`config.mk`:
```
export PLATFORM = sky130hd
export DESIGN_NAME = dbr_uart_rx
export DESIGN_NICKNAME = d
export VERILOG_FILES = /design/src/logic/dbr_baud_gen.v /design/src/logic/dbr_sync.v /design/src/logic/dbr_uart_rx.v
export VERILOG_INCLUDE_DIRS = /design/src /design/src/logic
export SDC_FILE = /design/constraint.sdc
export NUM_CORES = 1
export LEC_CHECK = 0
export ABC_CLOCK_PERIOD_IN_PS = 2900
export BUFFER_PORTS_ARGS = -buffer_cell sky130_fd_sc_hd__buf_2
export CORE_MARGIN = 5
export CORE_UTILIZATION = 55
export CTS_CLUSTER_DIAMETER = 100
export DETAILED_ROUTE_END_ITERATION = 10
export GPL_ROUTABILITY_DRIVEN = 0
export GPL_TIMING_DRIVEN = 0
export PLACE_DENSITY_LB_ADDON = 0.12
export SETUP_SLACK_MARGIN = 0.02
export SYNTH_ARGS = -nofsm -noshare
export SYNTH_HDL_FRONTEND = slang
export SYNTH_SLANG_ARGS = --single-unit
```
`constraint.sdc`:
```
create_clock -name clk -period 2.9 [get_ports clk]
set_clock_uncertainty 0.05 [all_clocks]
set_input_delay 0.435 -clock clk [delete_from_list [all_inputs] [get_ports clk]]
set_output_delay 0.435 -clock clk [all_outputs]
set_load 0.005 [all_outputs]
```
`src/logic/dbr_regs.vh`:
```
// register offsets, field positions, reset values and timing counts of the debug uart receiver
`ifndef DBR_REGS_VH
`define DBR_REGS_VH
// ----------------------------------------------------------------
// register offsets
// ----------------------------------------------------------------
`define DBR_CONTROL_OFS    8'h00
`define DBR_MODE_OFS       8'h04
`define DBR_RXHOLD_OFS     8'h18
`define DBR_STATUS_OFS     8'h14
`define DBR_DIVISOR_OFS    8'h20
`define DBR_COMM_OFS       8'h24
// ----------------------------------------------------------------
// control command bits
// ----------------------------------------------------------------
`define DBR_CMD_RXRESET    2
`define DBR_CMD_RXENABLE   4
`define DBR_CMD_RXDISABLE  5
`define DBR_CMD_STCLEAR    8
// ----------------------------------------------------------------
// mode fields: parity select at bits 11:9
// ----------------------------------------------------------------
`define DBR_PAR_LSB        9
`define DBR_PAR_MSB        11
`define DBR_PAR_EVEN       3'h0
`define DBR_PAR_ODD        3'h1
`define DBR_PAR_SPACE      3'h2
`define DBR_PAR_MARK       3'h3
`define DBR_PAR_RESET      3'h4
// ----------------------------------------------------------------
// status bits
// ----------------------------------------------------------------
`define DBR_ST_RXREADY     0
`define DBR_ST_OVERRUN     5
`define DBR_ST_FRAME       6
`define DBR_ST_PARITY      7
`define DBR_ST_RXENABLED   16
`define DBR_ST_COMMRX      30
`define DBR_ST_COMMTX      31
// ----------------------------------------------------------------
// reset values and timing counts
// ----------------------------------------------------------------
`define DBR_DIVISOR_RESET  16'h0000
`define DBR_OVERSAMPLE     16
`define DBR_START_MIN      7
`define DBR_FIRST_SAMPLE   24
`define DBR_BIT_SAMPLE     16
`endif

```
`src/logic/dbr_baud_gen.v`:
```
// shared baud generator producing the sixteen-times sampling tick
`timescale 1ns/10ps
`default_nettype none
module dbr_baud_gen #(
  parameter DIV_W = 16
) (
  input  wire             clk,
  input  wire             resetn,
  input  wire [DIV_W-1:0] baudDivisor,
  output reg              sampleTick
);
  // ----------------------------------------------------------------
  // divide counter
  // ----------------------------------------------------------------
  reg [DIV_W-1:0] count_q;   // cycles left until next tick

  // one tick every divisor cycles; divisor zero stops the tick
  always @(posedge clk or negedge resetn) begin
    if (!resetn) begin
      count_q    <= {DIV_W{1'b0}};
      sampleTick <= 1'b0;
    end else if (baudDivisor == {DIV_W{1'b0}}) begin
      count_q    <= {DIV_W{1'b0}};
      sampleTick <= 1'b0;
    end else if (count_q > baudDivisor) begin
      // a smaller divisor takes effect at once instead of after the old period
      count_q    <= baudDivisor;
      sampleTick <= 1'b0;
    end else if (count_q <= {{(DIV_W-1){1'b0}}, 1'b1}) begin
      count_q    <= baudDivisor;
      sampleTick <= 1'b1;
    end else begin
      count_q    <= count_q - {{(DIV_W-1){1'b0}}, 1'b1};
      sampleTick <= 1'b0;
    end
  end
endmodule // dbr_baud_gen
`default_nettype wire

```
`src/logic/dbr_sync.v`:
```
// two flip-flop synchroniser for pin levels
`timescale 1ns/10ps
`default_nettype none
module dbr_sync #(
  parameter RESET_VAL = 1'b1
) (
  input  wire clk,
  input  wire resetn,
  input  wire asyncIn,
  output reg  syncOut
);
  reg meta_q;   // first stage, read only by second stage

  // two-stage capture
  always @(posedge clk or negedge resetn) begin
    if (!resetn) begin
      meta_q  <= RESET_VAL;
      syncOut <= RESET_VAL;
    end else begin
      meta_q  <= asyncIn;
      syncOut <= meta_q;
    end
  end
endmodule // dbr_sync
`default_nettype wire

```
`src/logic/dbr_uart_rx.v`:
```
// debug uart receiver with shared baud generator and register port
//
// Local design decisions: the address-and-strobe port and the placing of the registers.
`timescale 1ns/10ps
`default_nettype none
`include "dbr_regs.vh"
module dbr_uart_rx #(
  parameter DIV_W = 16
) (
  input  wire        clk,
  input  wire        resetn,
  input  wire [7:0]  regAddr,
  input  wire [31:0] regWdata,
  input  wire        regWrite,
  input  wire        regRead,
  output reg  [31:0] regRdata,
  input  wire        serialInPin,
  output wire        serialOutPin,
  input  wire        commRx,
  input  wire        commTx,
  output wire        sampleTickOut,
  output wire        commIrq
);
  // ----------------------------------------------------------------
  // states
  // ----------------------------------------------------------------
  localparam ST_IDLE  = 3'h0;   // disabled
  localparam ST_HUNT  = 3'h1;   // looking for a start bit
  localparam ST_START = 3'h2;   // validating start low
  localparam ST_DATA  = 3'h3;   // sampling data bits
  localparam ST_PAR   = 3'h4;   // sampling parity bit
  localparam ST_STOP  = 3'h5;   // sampling stop bit

  // phase counts, cut to the tick counter width where used
  localparam [31:0] CNT_START_W = `DBR_START_MIN;                      // last start check
  localparam [31:0] CNT_VALID_W = `DBR_START_MIN + 1;                  // count on valid start
  localparam [31:0] CNT_LAST_W  = `DBR_FIRST_SAMPLE - 1;               // sample point
  localparam [31:0] CNT_REARM_W = `DBR_FIRST_SAMPLE - `DBR_BIT_SAMPLE; // rearm value

  // ----------------------------------------------------------------
  // storage
  // ----------------------------------------------------------------
  reg [DIV_W-1:0] divisor_q;    // baud divisor register
  reg [2:0]       parSel_q;     // parity select
  reg             rx_enable_cmd_q;       // receiver enabled
  reg             disPend_q;    // disable requested mid character
  reg [2:0]       state_q;      // receiver state
  reg [4:0]       tickCnt_q;    // sample ticks in current phase
  reg [2:0]       bitCnt_q;     // data bit index
  reg [7:0]       shift_q;      // incoming data
  reg             parBit_q;     // sampled parity bit
  reg [7:0]       rxHold_q;     // holding register
  reg             rxReady_q;    // ready flag
  reg             overrun_q;    // sticky overrun
  reg             parErr_q;     // sticky parity error
  reg             frameErr_q;   // sticky framing error
  wire            rxSync;       // synchronised input
  wire            tick;         // sixteen-times sampling tick
  wire            commRxS;      // synchronised comm read full
  wire            commTxS;      // synchronised comm write empty

  // ----------------------------------------------------------------
  // decodes
  // ----------------------------------------------------------------
  wire wrCtl   = regWrite && (regAddr == `DBR_CONTROL_OFS);
  wire cmdRst  = wrCtl && regWdata[`DBR_CMD_RXRESET];
  wire cmdEn   = wrCtl && regWdata[`DBR_CMD_RXENABLE];
  wire cmdDis  = wrCtl && regWdata[`DBR_CMD_RXDISABLE];
  wire cmdClr  = wrCtl && regWdata[`DBR_CMD_STCLEAR];
  wire rdHold  = regRead && (regAddr == `DBR_RXHOLD_OFS);
  wire parOn   = (parSel_q == `DBR_PAR_EVEN) || (parSel_q == `DBR_PAR_ODD) ||
                 (parSel_q == `DBR_PAR_SPACE) || (parSel_q == `DBR_PAR_MARK);

  // expected parity bit for the received byte
  function expParity;
    input [2:0] sel;
    input [7:0] data;
    begin
      case (sel)
        `DBR_PAR_EVEN:  expParity = ^data;
        `DBR_PAR_ODD:   expParity = ~^data;
        `DBR_PAR_SPACE: expParity = 1'b0;
        `DBR_PAR_MARK:  expParity = 1'b1;
        default:        expParity = 1'b0;
      endcase
    end
  endfunction

  // ----------------------------------------------------------------
  // sub blocks
  // ----------------------------------------------------------------
  // one generator serves receiver and transmitter; tick exported
  dbr_baud_gen #(.DIV_W(DIV_W)) uBaud (
    .clk        (clk),
    .resetn     (resetn),
    .baudDivisor(divisor_q),
    .sampleTick (tick)
  );

  dbr_sync #(.RESET_VAL(1'b1)) uRxSync (
    .clk    (clk),
    .resetn (resetn),
    .asyncIn(serialInPin),
    .syncOut(rxSync)
  );

  dbr_sync #(.RESET_VAL(1'b0)) uCommRx (
    .clk    (clk),
    .resetn (resetn),
    .asyncIn(commRx),
    .syncOut(commRxS)
  );

  dbr_sync #(.RESET_VAL(1'b0)) uCommTx (
    .clk    (clk),
    .resetn (resetn),
    .asyncIn(commTx),
    .syncOut(commTxS)
  );

  assign sampleTickOut = tick;
  // transmitter lives elsewhere; line held idle high
  assign serialOutPin  = 1'b1;
  assign commIrq       = commRxS | commTxS;

  // ----------------------------------------------------------------
  // configuration registers
  // ----------------------------------------------------------------
  // divisor and mode writes; any 16-bit divisor accepted
  always @(posedge clk or negedge resetn) begin
    if (!resetn) begin
      divisor_q <= `DBR_DIVISOR_RESET;
      parSel_q  <= `DBR_PAR_RESET;
    end else begin
      if (regWrite && (regAddr == `DBR_DIVISOR_OFS))
        divisor_q <= regWdata[DIV_W-1:0];
      if (regWrite && (regAddr == `DBR_MODE_OFS))
        parSel_q <= regWdata[`DBR_PAR_MSB:`DBR_PAR_LSB];
    end
  end

  // ----------------------------------------------------------------
  // receiver state machine
  // ----------------------------------------------------------------
  // character completes at stop-bit sample; a reset command in the same cycle drops it
  wire charDone = tick && !cmdRst && (state_q == ST_STOP) &&
                  (tickCnt_q == CNT_LAST_W[4:0]);

  // no timeout or guard counters exist at all
  always @(posedge clk or negedge resetn) begin
    if (!resetn) begin
      rx_enable_cmd_q    <= 1'b0;
      disPend_q <= 1'b0;
      state_q   <= ST_IDLE;
      tickCnt_q <= 5'h00;
      bitCnt_q  <= 3'h0;
      shift_q   <= 8'h00;
      parBit_q  <= 1'b0;
    end else if (cmdRst) begin
      // immediate halt, partial character dropped
      rx_enable_cmd_q    <= 1'b0;
      disPend_q <= 1'b0;
      state_q   <= ST_IDLE;
      tickCnt_q <= 5'h00;
    end else begin
      if (tick) begin
        case (state_q)
          ST_IDLE: begin
            tickCnt_q <= 5'h00;
          end
          ST_HUNT: begin
            tickCnt_q <= 5'h00;
            if (!rxSync)
              state_q <= ST_START;
          end
          ST_START: begin
            if (rxSync) begin
              // short space: back to hunting
              state_q   <= ST_HUNT;
              tickCnt_q <= 5'h00;
            end else if (tickCnt_q == CNT_START_W[4:0]) begin
              // low beyond seven ticks: valid start
              state_q   <= ST_DATA;
              tickCnt_q <= CNT_VALID_W[4:0];
              bitCnt_q  <= 3'h0;
            end else begin
              tickCnt_q <= tickCnt_q + 5'h01;
            end
          end
          ST_DATA: begin
            if (tickCnt_q == CNT_LAST_W[4:0]) begin
              // sample at 24 ticks, then rearm for 16
              shift_q   <= {rxSync, shift_q[7:1]};
              tickCnt_q <= CNT_REARM_W[4:0];
              bitCnt_q  <= bitCnt_q + 3'h1;
              if (bitCnt_q == 3'h7)
                state_q <= parOn ? ST_PAR : ST_STOP;
            end else begin
              tickCnt_q <= tickCnt_q + 5'h01;
            end
          end
          ST_PAR: begin
            if (tickCnt_q == CNT_LAST_W[4:0]) begin
              parBit_q  <= rxSync;
              tickCnt_q <= CNT_REARM_W[4:0];
              state_q   <= ST_STOP;
            end else begin
              tickCnt_q <= tickCnt_q + 5'h01;
            end
          end
          ST_STOP: begin
            if (tickCnt_q == CNT_LAST_W[4:0]) begin
              tickCnt_q <= 5'h00;
              state_q   <= (rx_enable_cmd_q && !disPend_q) ? ST_HUNT : ST_IDLE;
              disPend_q <= 1'b0;
            end else begin
              tickCnt_q <= tickCnt_q + 5'h01;
            end
          end
          default: begin
            state_q <= ST_IDLE;
          end
        endcase
      end
      // commands come last so they win over the tick step; no tick is lost
      if (cmdEn && !cmdDis) begin
        rx_enable_cmd_q    <= 1'b1;
        disPend_q <= 1'b0;
        if (state_q == ST_IDLE || charDone)
          state_q <= ST_HUNT;
      end else if (cmdDis) begin
        rx_enable_cmd_q <= 1'b0;
        // idle, hunting, validating a start or a character ending now: stop at once
        if (state_q == ST_HUNT || state_q == ST_START || state_q == ST_IDLE || charDone) begin
          state_q <= ST_IDLE;
        end else begin
          disPend_q <= 1'b1;
        end
      end
    end
  end

  // ----------------------------------------------------------------
  // status flags; setting wins over clearing
  // ----------------------------------------------------------------
  always @(posedge clk or negedge resetn) begin
    if (!resetn) begin
      rxHold_q   <= 8'h00;
      rxReady_q  <= 1'b0;
      overrun_q  <= 1'b0;
      parErr_q   <= 1'b0;
      frameErr_q <= 1'b0;
    end else begin
      if (charDone) begin
        rxHold_q  <= shift_q;
        rxReady_q <= 1'b1;
      end else if (rdHold) begin
        rxReady_q <= 1'b0;
      end
      if (charDone && rxReady_q && !rdHold)
        overrun_q <= 1'b1;
      else if (cmdClr)
        overrun_q <= 1'b0;
      if (charDone && parOn && (parBit_q != expParity(parSel_q, shift_q)))
        parErr_q <= 1'b1;
      else if (cmdClr)
        parErr_q <= 1'b0;
      if (charDone && !rxSync)
        frameErr_q <= 1'b1;
      else if (cmdClr)
        frameErr_q <= 1'b0;
    end
  end

  // ----------------------------------------------------------------
  // read port, data one cycle after strobe
  // ----------------------------------------------------------------
  always @(posedge clk or negedge resetn) begin
    if (!resetn) begin
      regRdata <= 32'h00000000;
    end else if (regRead) begin
      case (regAddr)
        `DBR_STATUS_OFS: begin
          regRdata                     <= 32'h00000000;
          regRdata[`DBR_ST_RXREADY]    <= rxReady_q;
          regRdata[`DBR_ST_OVERRUN]    <= overrun_q;
          regRdata[`DBR_ST_FRAME]      <= frameErr_q;
          regRdata[`DBR_ST_PARITY]     <= parErr_q;
          regRdata[`DBR_ST_RXENABLED]  <= rx_enable_cmd_q;
          regRdata[`DBR_ST_COMMRX]     <= commRxS;
          regRdata[`DBR_ST_COMMTX]     <= commTxS;
        end
        `DBR_RXHOLD_OFS:  regRdata <= {24'h000000, rxHold_q};
        `DBR_MODE_OFS:    regRdata <= {20'h00000, parSel_q, 9'h000};
        `DBR_DIVISOR_OFS: regRdata <= {{(32-DIV_W){1'b0}}, divisor_q};
        default:          regRdata <= 32'h00000000;
      endcase
    end else begin
      regRdata <= 32'h00000000;
    end
  end
endmodule // dbr_uart_rx
`default_nettype wire

```
After elaboration in Yosys (flattened, before gate mapping)
Index checks and enable logic that the tools add are counted.
{ "totals": {"ff_bits": 108, "input_bits": 47, "out_inout_bits": 35, "wordCells": 151} }
{ "op_classes": {"order_cmp": 2, "addsub": 3, "eq_ne": 19, "muxes": 52, "bitwise_logic": 2, "n_reduce_logical": 50} }
{ "op_table": {"columns": ["operator", "count"], "rows": [
  ["32-bit case mux with 4 select lines", 1],
  ["16-bit two-way mux", 3],
  ["3-bit two-way mux", 16],
  ["32-bit two-way mux", 1],
  ["5-bit two-way mux", 6],
  ["1-bit two-way mux", 21],
  ["5-bit case mux with 4 select lines", 1],
  ["1-bit logical AND", 18],
  ["3-bit case mux with 6 select lines", 1],
  ["8-bit by 5-bit == test with 1-bit output (second input constant)", 2],
  ["16-bit greater-than comparator", 1],
  ["16-bit by 1-bit <= comparator with 1-bit output (second input constant)", 1],
  ["16-bit logical NOT", 1],
  ["16-bit by 1-bit subtractor with 16-bit output (second input constant)", 1],
  ["3-bit by 2-bit == test with 1-bit output (second input constant)", 4],
  ["2-bit nonzero test", 6],
  ["3-bit == test (second input constant)", 3],
  ["8-bit by 3-bit == test with 1-bit output (second input constant)", 1],
  ["8-bit by 6-bit == test with 1-bit output (second input constant)", 1],
  ["8-bit logical NOT", 1],
  ["4-bit AND reduction", 2],
  ["8-bit XNOR reduction", 1],
  ["8-bit XOR reduction", 1],
  ["1-bit logical OR", 7],
  ["other kinds (18)", 27]
]} }

Logic depth before layout (Yosys ltp)
{ "logic_depth": {"ltp_word": 13, "depth_mapped": 10, "mapped_depth_nobuf": 8} }

Modules after synthesis
From an unflattened synthesis, not the netlist that was laid out.
{ "unflattened": {"hier_cells": 484, "area_unflattened_um2": 5163.7} }
{ "modules_own_cells": {"columns": ["mod", "area_per_inst_um2", "n_inst", "seq_area_each_um2", "cells_each"], "rows": [
  ["dbr_uart_rx", 3519.6, 1, 1803.0, 319],
  ["dbr_baud_gen", 1491.4, 1, 425.4, 159],
  ["dbr_sync at uCommRx ...", 50.0, 2, 50.0, 2],
  ["dbr_sync at uRxSync", 52.6, 1, 52.6, 2]
]} }

Worst setup path before layout
OpenSTA, ideal clock, no wires.
{ "synth_path": {"path_kind": "reg-to-reg", "start": "register uBaud.count_q[15]", "end": "register uBaud.count_q[1]", "path_stages_with_launch": 9, "n_path_buf": 2, "t_arrival_ns": 2.289, "t_required_ns": 2.740, "path_slack_ns": 0.450, "setup_ns": 0.110, "synth_period_minus_slack_ns": 2.450, "path_cell_list": "dfrtp_1 > ha_1 > nand4_1 > or4_1 > a31oi_1 > clkbuf_1 > buf_2 > o21ai_0 > o41ai_1"} }
{ "synth_between": {"elab_chain_len": 4, "word_cells_on_any_way": 5, "classes_between": "2 x order compare; 3 x mux"} }
{ "synth_rtl": {"columns": ["element", "line", "text"], "rows": [
  ["from (decl)", "dbr_baud_gen.v:15", "reg [DIV_W-1:0] count_q;"],
  ["from (signal assigned)", "dbr_baud_gen.v:20", "count_q <= {DIV_W{1'b0}};"],
  ["from (signal assigned)", "dbr_baud_gen.v:23", "count_q <= {DIV_W{1'b0}};"],
  ["from (signal assigned)", "dbr_baud_gen.v:27", "count_q <= baudDivisor;"],
  ["16-bit by 1-bit <= comparator with 1-bit output", "dbr_baud_gen.v:29", "end else if (count_q <= {{(DIV_W-1){1'b0}}, 1'b1}) begin"],
  ["16-bit two-way mux", "dbr_baud_gen.v:29", null],
  ["16-bit two-way mux *", "dbr_baud_gen.v:25", "end else if (count_q > baudDivisor) begin"],
  ["16-bit two-way mux *", "dbr_baud_gen.v:22", "end else if (baudDivisor == {DIV_W{1'b0}}) begin"]
]} }
Mark *: on every way between the ends. The rest lies on a longest branch, timed or not.
A chain may end at the register's enable or synchronous reset.

Final worst setup path
{ "layout_path": {"start": "register divisor_q[15]", "end": "register uBaud.count_q[1]"} }
{ "layout_between": {"elab_chain_len": 3, "word_cells_on_any_way": 4, "classes_between": "1 x order compare; 2 x mux; 1 x reduce/logical"} }
{ "layout_rtl": {"columns": ["element", "line", "text"], "rows": [
  ["from (decl)", "dbr_uart_rx.v:43", "reg [DIV_W-1:0] divisor_q;"],
  ["from (signal assigned)", "dbr_uart_rx.v:132", "divisor_q <= `DBR_DIVISOR_RESET;"],
  ["from (signal assigned)", "dbr_uart_rx.v:136", "divisor_q <= regWdata[DIV_W-1:0];"],
  ["16-bit greater-than comparator", "dbr_baud_gen.v:25", null],
  ["16-bit two-way mux", "dbr_baud_gen.v:25", null],
  ["16-bit two-way mux *", "dbr_baud_gen.v:22", null],
  ["to (signal assigned)", "dbr_baud_gen.v:23", null],
  ["to (signal assigned)", "dbr_baud_gen.v:27", null],
  ["to (signal assigned)", "dbr_baud_gen.v:30", "count_q <= baudDivisor;"]
]} }
Marks and branches as above.

==> results_dict.tcl <==
set metrics [dict create \
    status "finished clean" \
    dpl_cell_area_mm2 0.00549 \
    diodes 0 \
    clk_latency_ps 360 \
    drive_gt1_share_pct 24.1 \
    startpoint "divisor_q[15]" \
    root_buffer "clkbuf_8" \
    wl_um 11300 \
    cts_max_path_buffers 2 \
    power_mw 4.19 \
    antenna_found_initial 0 \
    worst_setup_path_start_kind "register" \
    cts.sinks 95 \
    initial_core_util_pct 57.0 \
    setup_viol 0 \
    h-tree-depth 3 \
    synth-edff-count 0 \
    cp_data_required_time_ps 3090 \
    rr_startpoint "divisor_q[15]" \
    synth_commonest_cells "dfrtp_1, nand2_1, nor2_1" \
    final_area_mm2 0.00575 \
    r2r_slack_ps 160 \
    final_max_slew_viol_count 0 \
    path_max_fanout 10 \
    netlist_instances 479 \
    slowest_stage "or4_1" \
    slew-limit-headroom_pct 38.2 \
    vias 3821 \
    final_nets 623 \
    die_x_um 106 \
    fmaxAchievable_mhz 365 \
    ant_nets 0 \
    tns_ps 0 \
    via_per_inst 5.72 \
    instances_no_fill 668 \
    hold_viol 0 \
    tritoncts "built" \
    grt_max_degree 66 \
    synth_area_leaders "dfrtp_1, ha_1, nand2_1" \
    die_area_mm2 0.0111 \
    fin_crit_sh_pct 94.4 \
    worst_ir_drop_vdd_v 0.000381 \
    synth_top_area_cell "dfrtp_1" \
    synth.most_common_cell "dfrtp_1" \
    period_needed_ps 2740 \
    die_y_um 106 \
    ys.flop_type "dfrtp_1" \
    hpwl_um 8330 \
    power.leakage_nw 2.76 \
    tightest_slew_ps 920 \
    powerDensity_mw_per_mm2 728 \
    maxCapViolCount 0 \
    seq_area_frac_synth_pct 47.4 \
    cts.clk_slew.worst_paths_ps 100 \
    drt_iter0_markers 190 \
    worstReg2RegEnd "uBaud.count_q[1]" \
    syn_to_final_growth_pct 14.6 \
    worstPathArrival_ps 2930 \
    yosysTopAreaCellShare_pct 45.9 \
    avgSynthCellArea_um2 10.5 \
    first_global_vias 3829 \
    overflow 0 \
    crit_type "reg -> reg" \
    worstHoldPathType "in -> reg" \
    drc_errors 0 \
    grtUsageTotal_pct 20.6 \
    max_stage_delay_ps 630 \
    ys_seq_elements 95 \
    grt_pass1_wl_um 18700 \
    pin_count 82 \
    wire_per_inst_um 16.9 \
    row_count 34 \
    drt_pass1_iterations 5 \
    yosysUniqueCellTypes 65 \
    endpoint "uBaud.count_q[1]" \
    place_inst 651 \
    synthesis.area_mm2 0.00502 \
    crit_path_end_kind "register" \
    ff2ff_path_depth 9 \
    numCtsBuffers 9 \
    async_reset_ff_share_pct 100 \
    ys.warnings.count 0 \
    worstPathCellList "inv_1 > ha_1 > nand4_1 > or4_1 > a31oi_4 > buf_4 > clkbuf_4 > o21ai_0 > o41ai_1" \
    core_area_mm2 0.00881 \
    portBuffers 51 \
]
metrics by stage:
step / hold slack, ps / utilization, % / setup slack [ps]
6_report: 107 / 65.3 / 163
5_1_grt: 92.5 / 65.3 / -1.18
4_1_cts: 97.4 / 65.0 / 52.4
3_5_place_dp: 290 / 62.3 / -174
3_3_place_gp: 283 / 61.9 / -47.5
2_1_floorplan: 89.4 / - / 450
worst min-delay path by stage:
stage | start | endpoint | slack [ps] | cells after the start
after floorplan | resetn | bitCnt_q[0] | 90 | 0
after global placement | uCommTx.meta_q | uCommTx.syncOut | 280 | 0
after detailed placement | uCommTx.meta_q | uCommTx.syncOut | 290 | 0
after CTS | serialInPin | uRxSync.meta_q | 100 | 1
after global routing | serialInPin | uRxSync.meta_q | 90 | 1
final | serialInPin | uRxSync.meta_q | 110 | 1
per-layer routing:
layer  track usage [%]  vias to the layer above  wire length [µm]
li1                  -                     1843                 -
met1              27.2                     1859              5070
met2              33.6                       97              5440
met3              4.95                       22               587
met4              7.12                        0               218
met5                 0                        -                 0
power breakdown:
part / internal (mW) / leakage, nW / total [mW] / switching, mW
clock network: 0.430 / 0.113 / 0.957 / 0.527
logic: 0.668 / 1.38 / 1.62 / 0.954
registers: 1.47 / 1.26 / 1.61 / 0.141
total: 2.57 / 2.76 / 4.19 / 1.62
logic make-up (layout without fill, tap and decap cells):
| logic type | count (synthesis) | in the layout | share of synthesized area, % |
|---|---|---|---|
| flops | 95 | 95 | 47.4 |
| xor+xnor | 23 | 23 | 4.01 |
| mux | 31 | 31 | 7.45 |
| compound gates | 85 | 85 | 11.1 |
| buf+inv | 56 | 125 | 5.96 |
| simple gates | 166 | 166 | 18.6 |
| fa+ha+maj | 21 | 21 | 5.23 |
| other cells | 2 | 14 | 0.150 |
flip-flops by register name, summed over array words and instances (netlist names), 3 cells and up:
signal,cells
parSel_q,3
rxHold_q,8
divisor_q,16
regRdata,19
uBaud.count_q,16
bitCnt_q,3
shift_q,8
state_q,3
tickCnt_q,5
layout by cell type (no fill, tap or decap), types with 4 or more instances in the layout:
cell type  count
a21oi_1       20
a222oi_1       4
a22oi_1        8
and3_1        10
buf_2         53
buf_4         16
clkbuf_1      11
clkbuf_8       9
conb_1        14
dfrtp_1       91
ha_1          21
inv_1         23
mux2_1        11
mux2_2        12
mux2_4         7
nand2_1       52
nor2_1        29
nor2b_1        8
nor3_1        12
nor4_1         6
nor4_2         4
o21ai_0       21
o41ai_1        7
or4_1         12
xnor2_1       21
what timing repair did:
item                                   4_1_cts  5_1_grt
gates cloned                                 0        0
setup buffers                                0        0
resized for setup                            2        9
hold buffers                                 1        0
endpoints found under the hold margin       28        0
setup endpoints to repair                    8       12
worst max-delay path, delay by kind of cell (launching register included):
kind	cells	cell delay, ps
flip-flops	1	400
buffers and inverters	3	510
adder cells (fa/ha/maj)	1	340
AO/OA/AOI/OAI	3	460
AND/OR/NAND/NOR	2	850
cell type report:
type | count | area, µm²
buffer | 33 | 219
timing repair buffer | 53 | 295
clock inverter | 7 | 97.6
multi-input combinational | 340 | 2410
sequential | 95 | 2380
clock buffer | 9 | 124
inverter | 23 | 86.3
tap | 108 | 135
fill | 731 | 3050
Note: power is estimated with default switching activity, not from simulation.
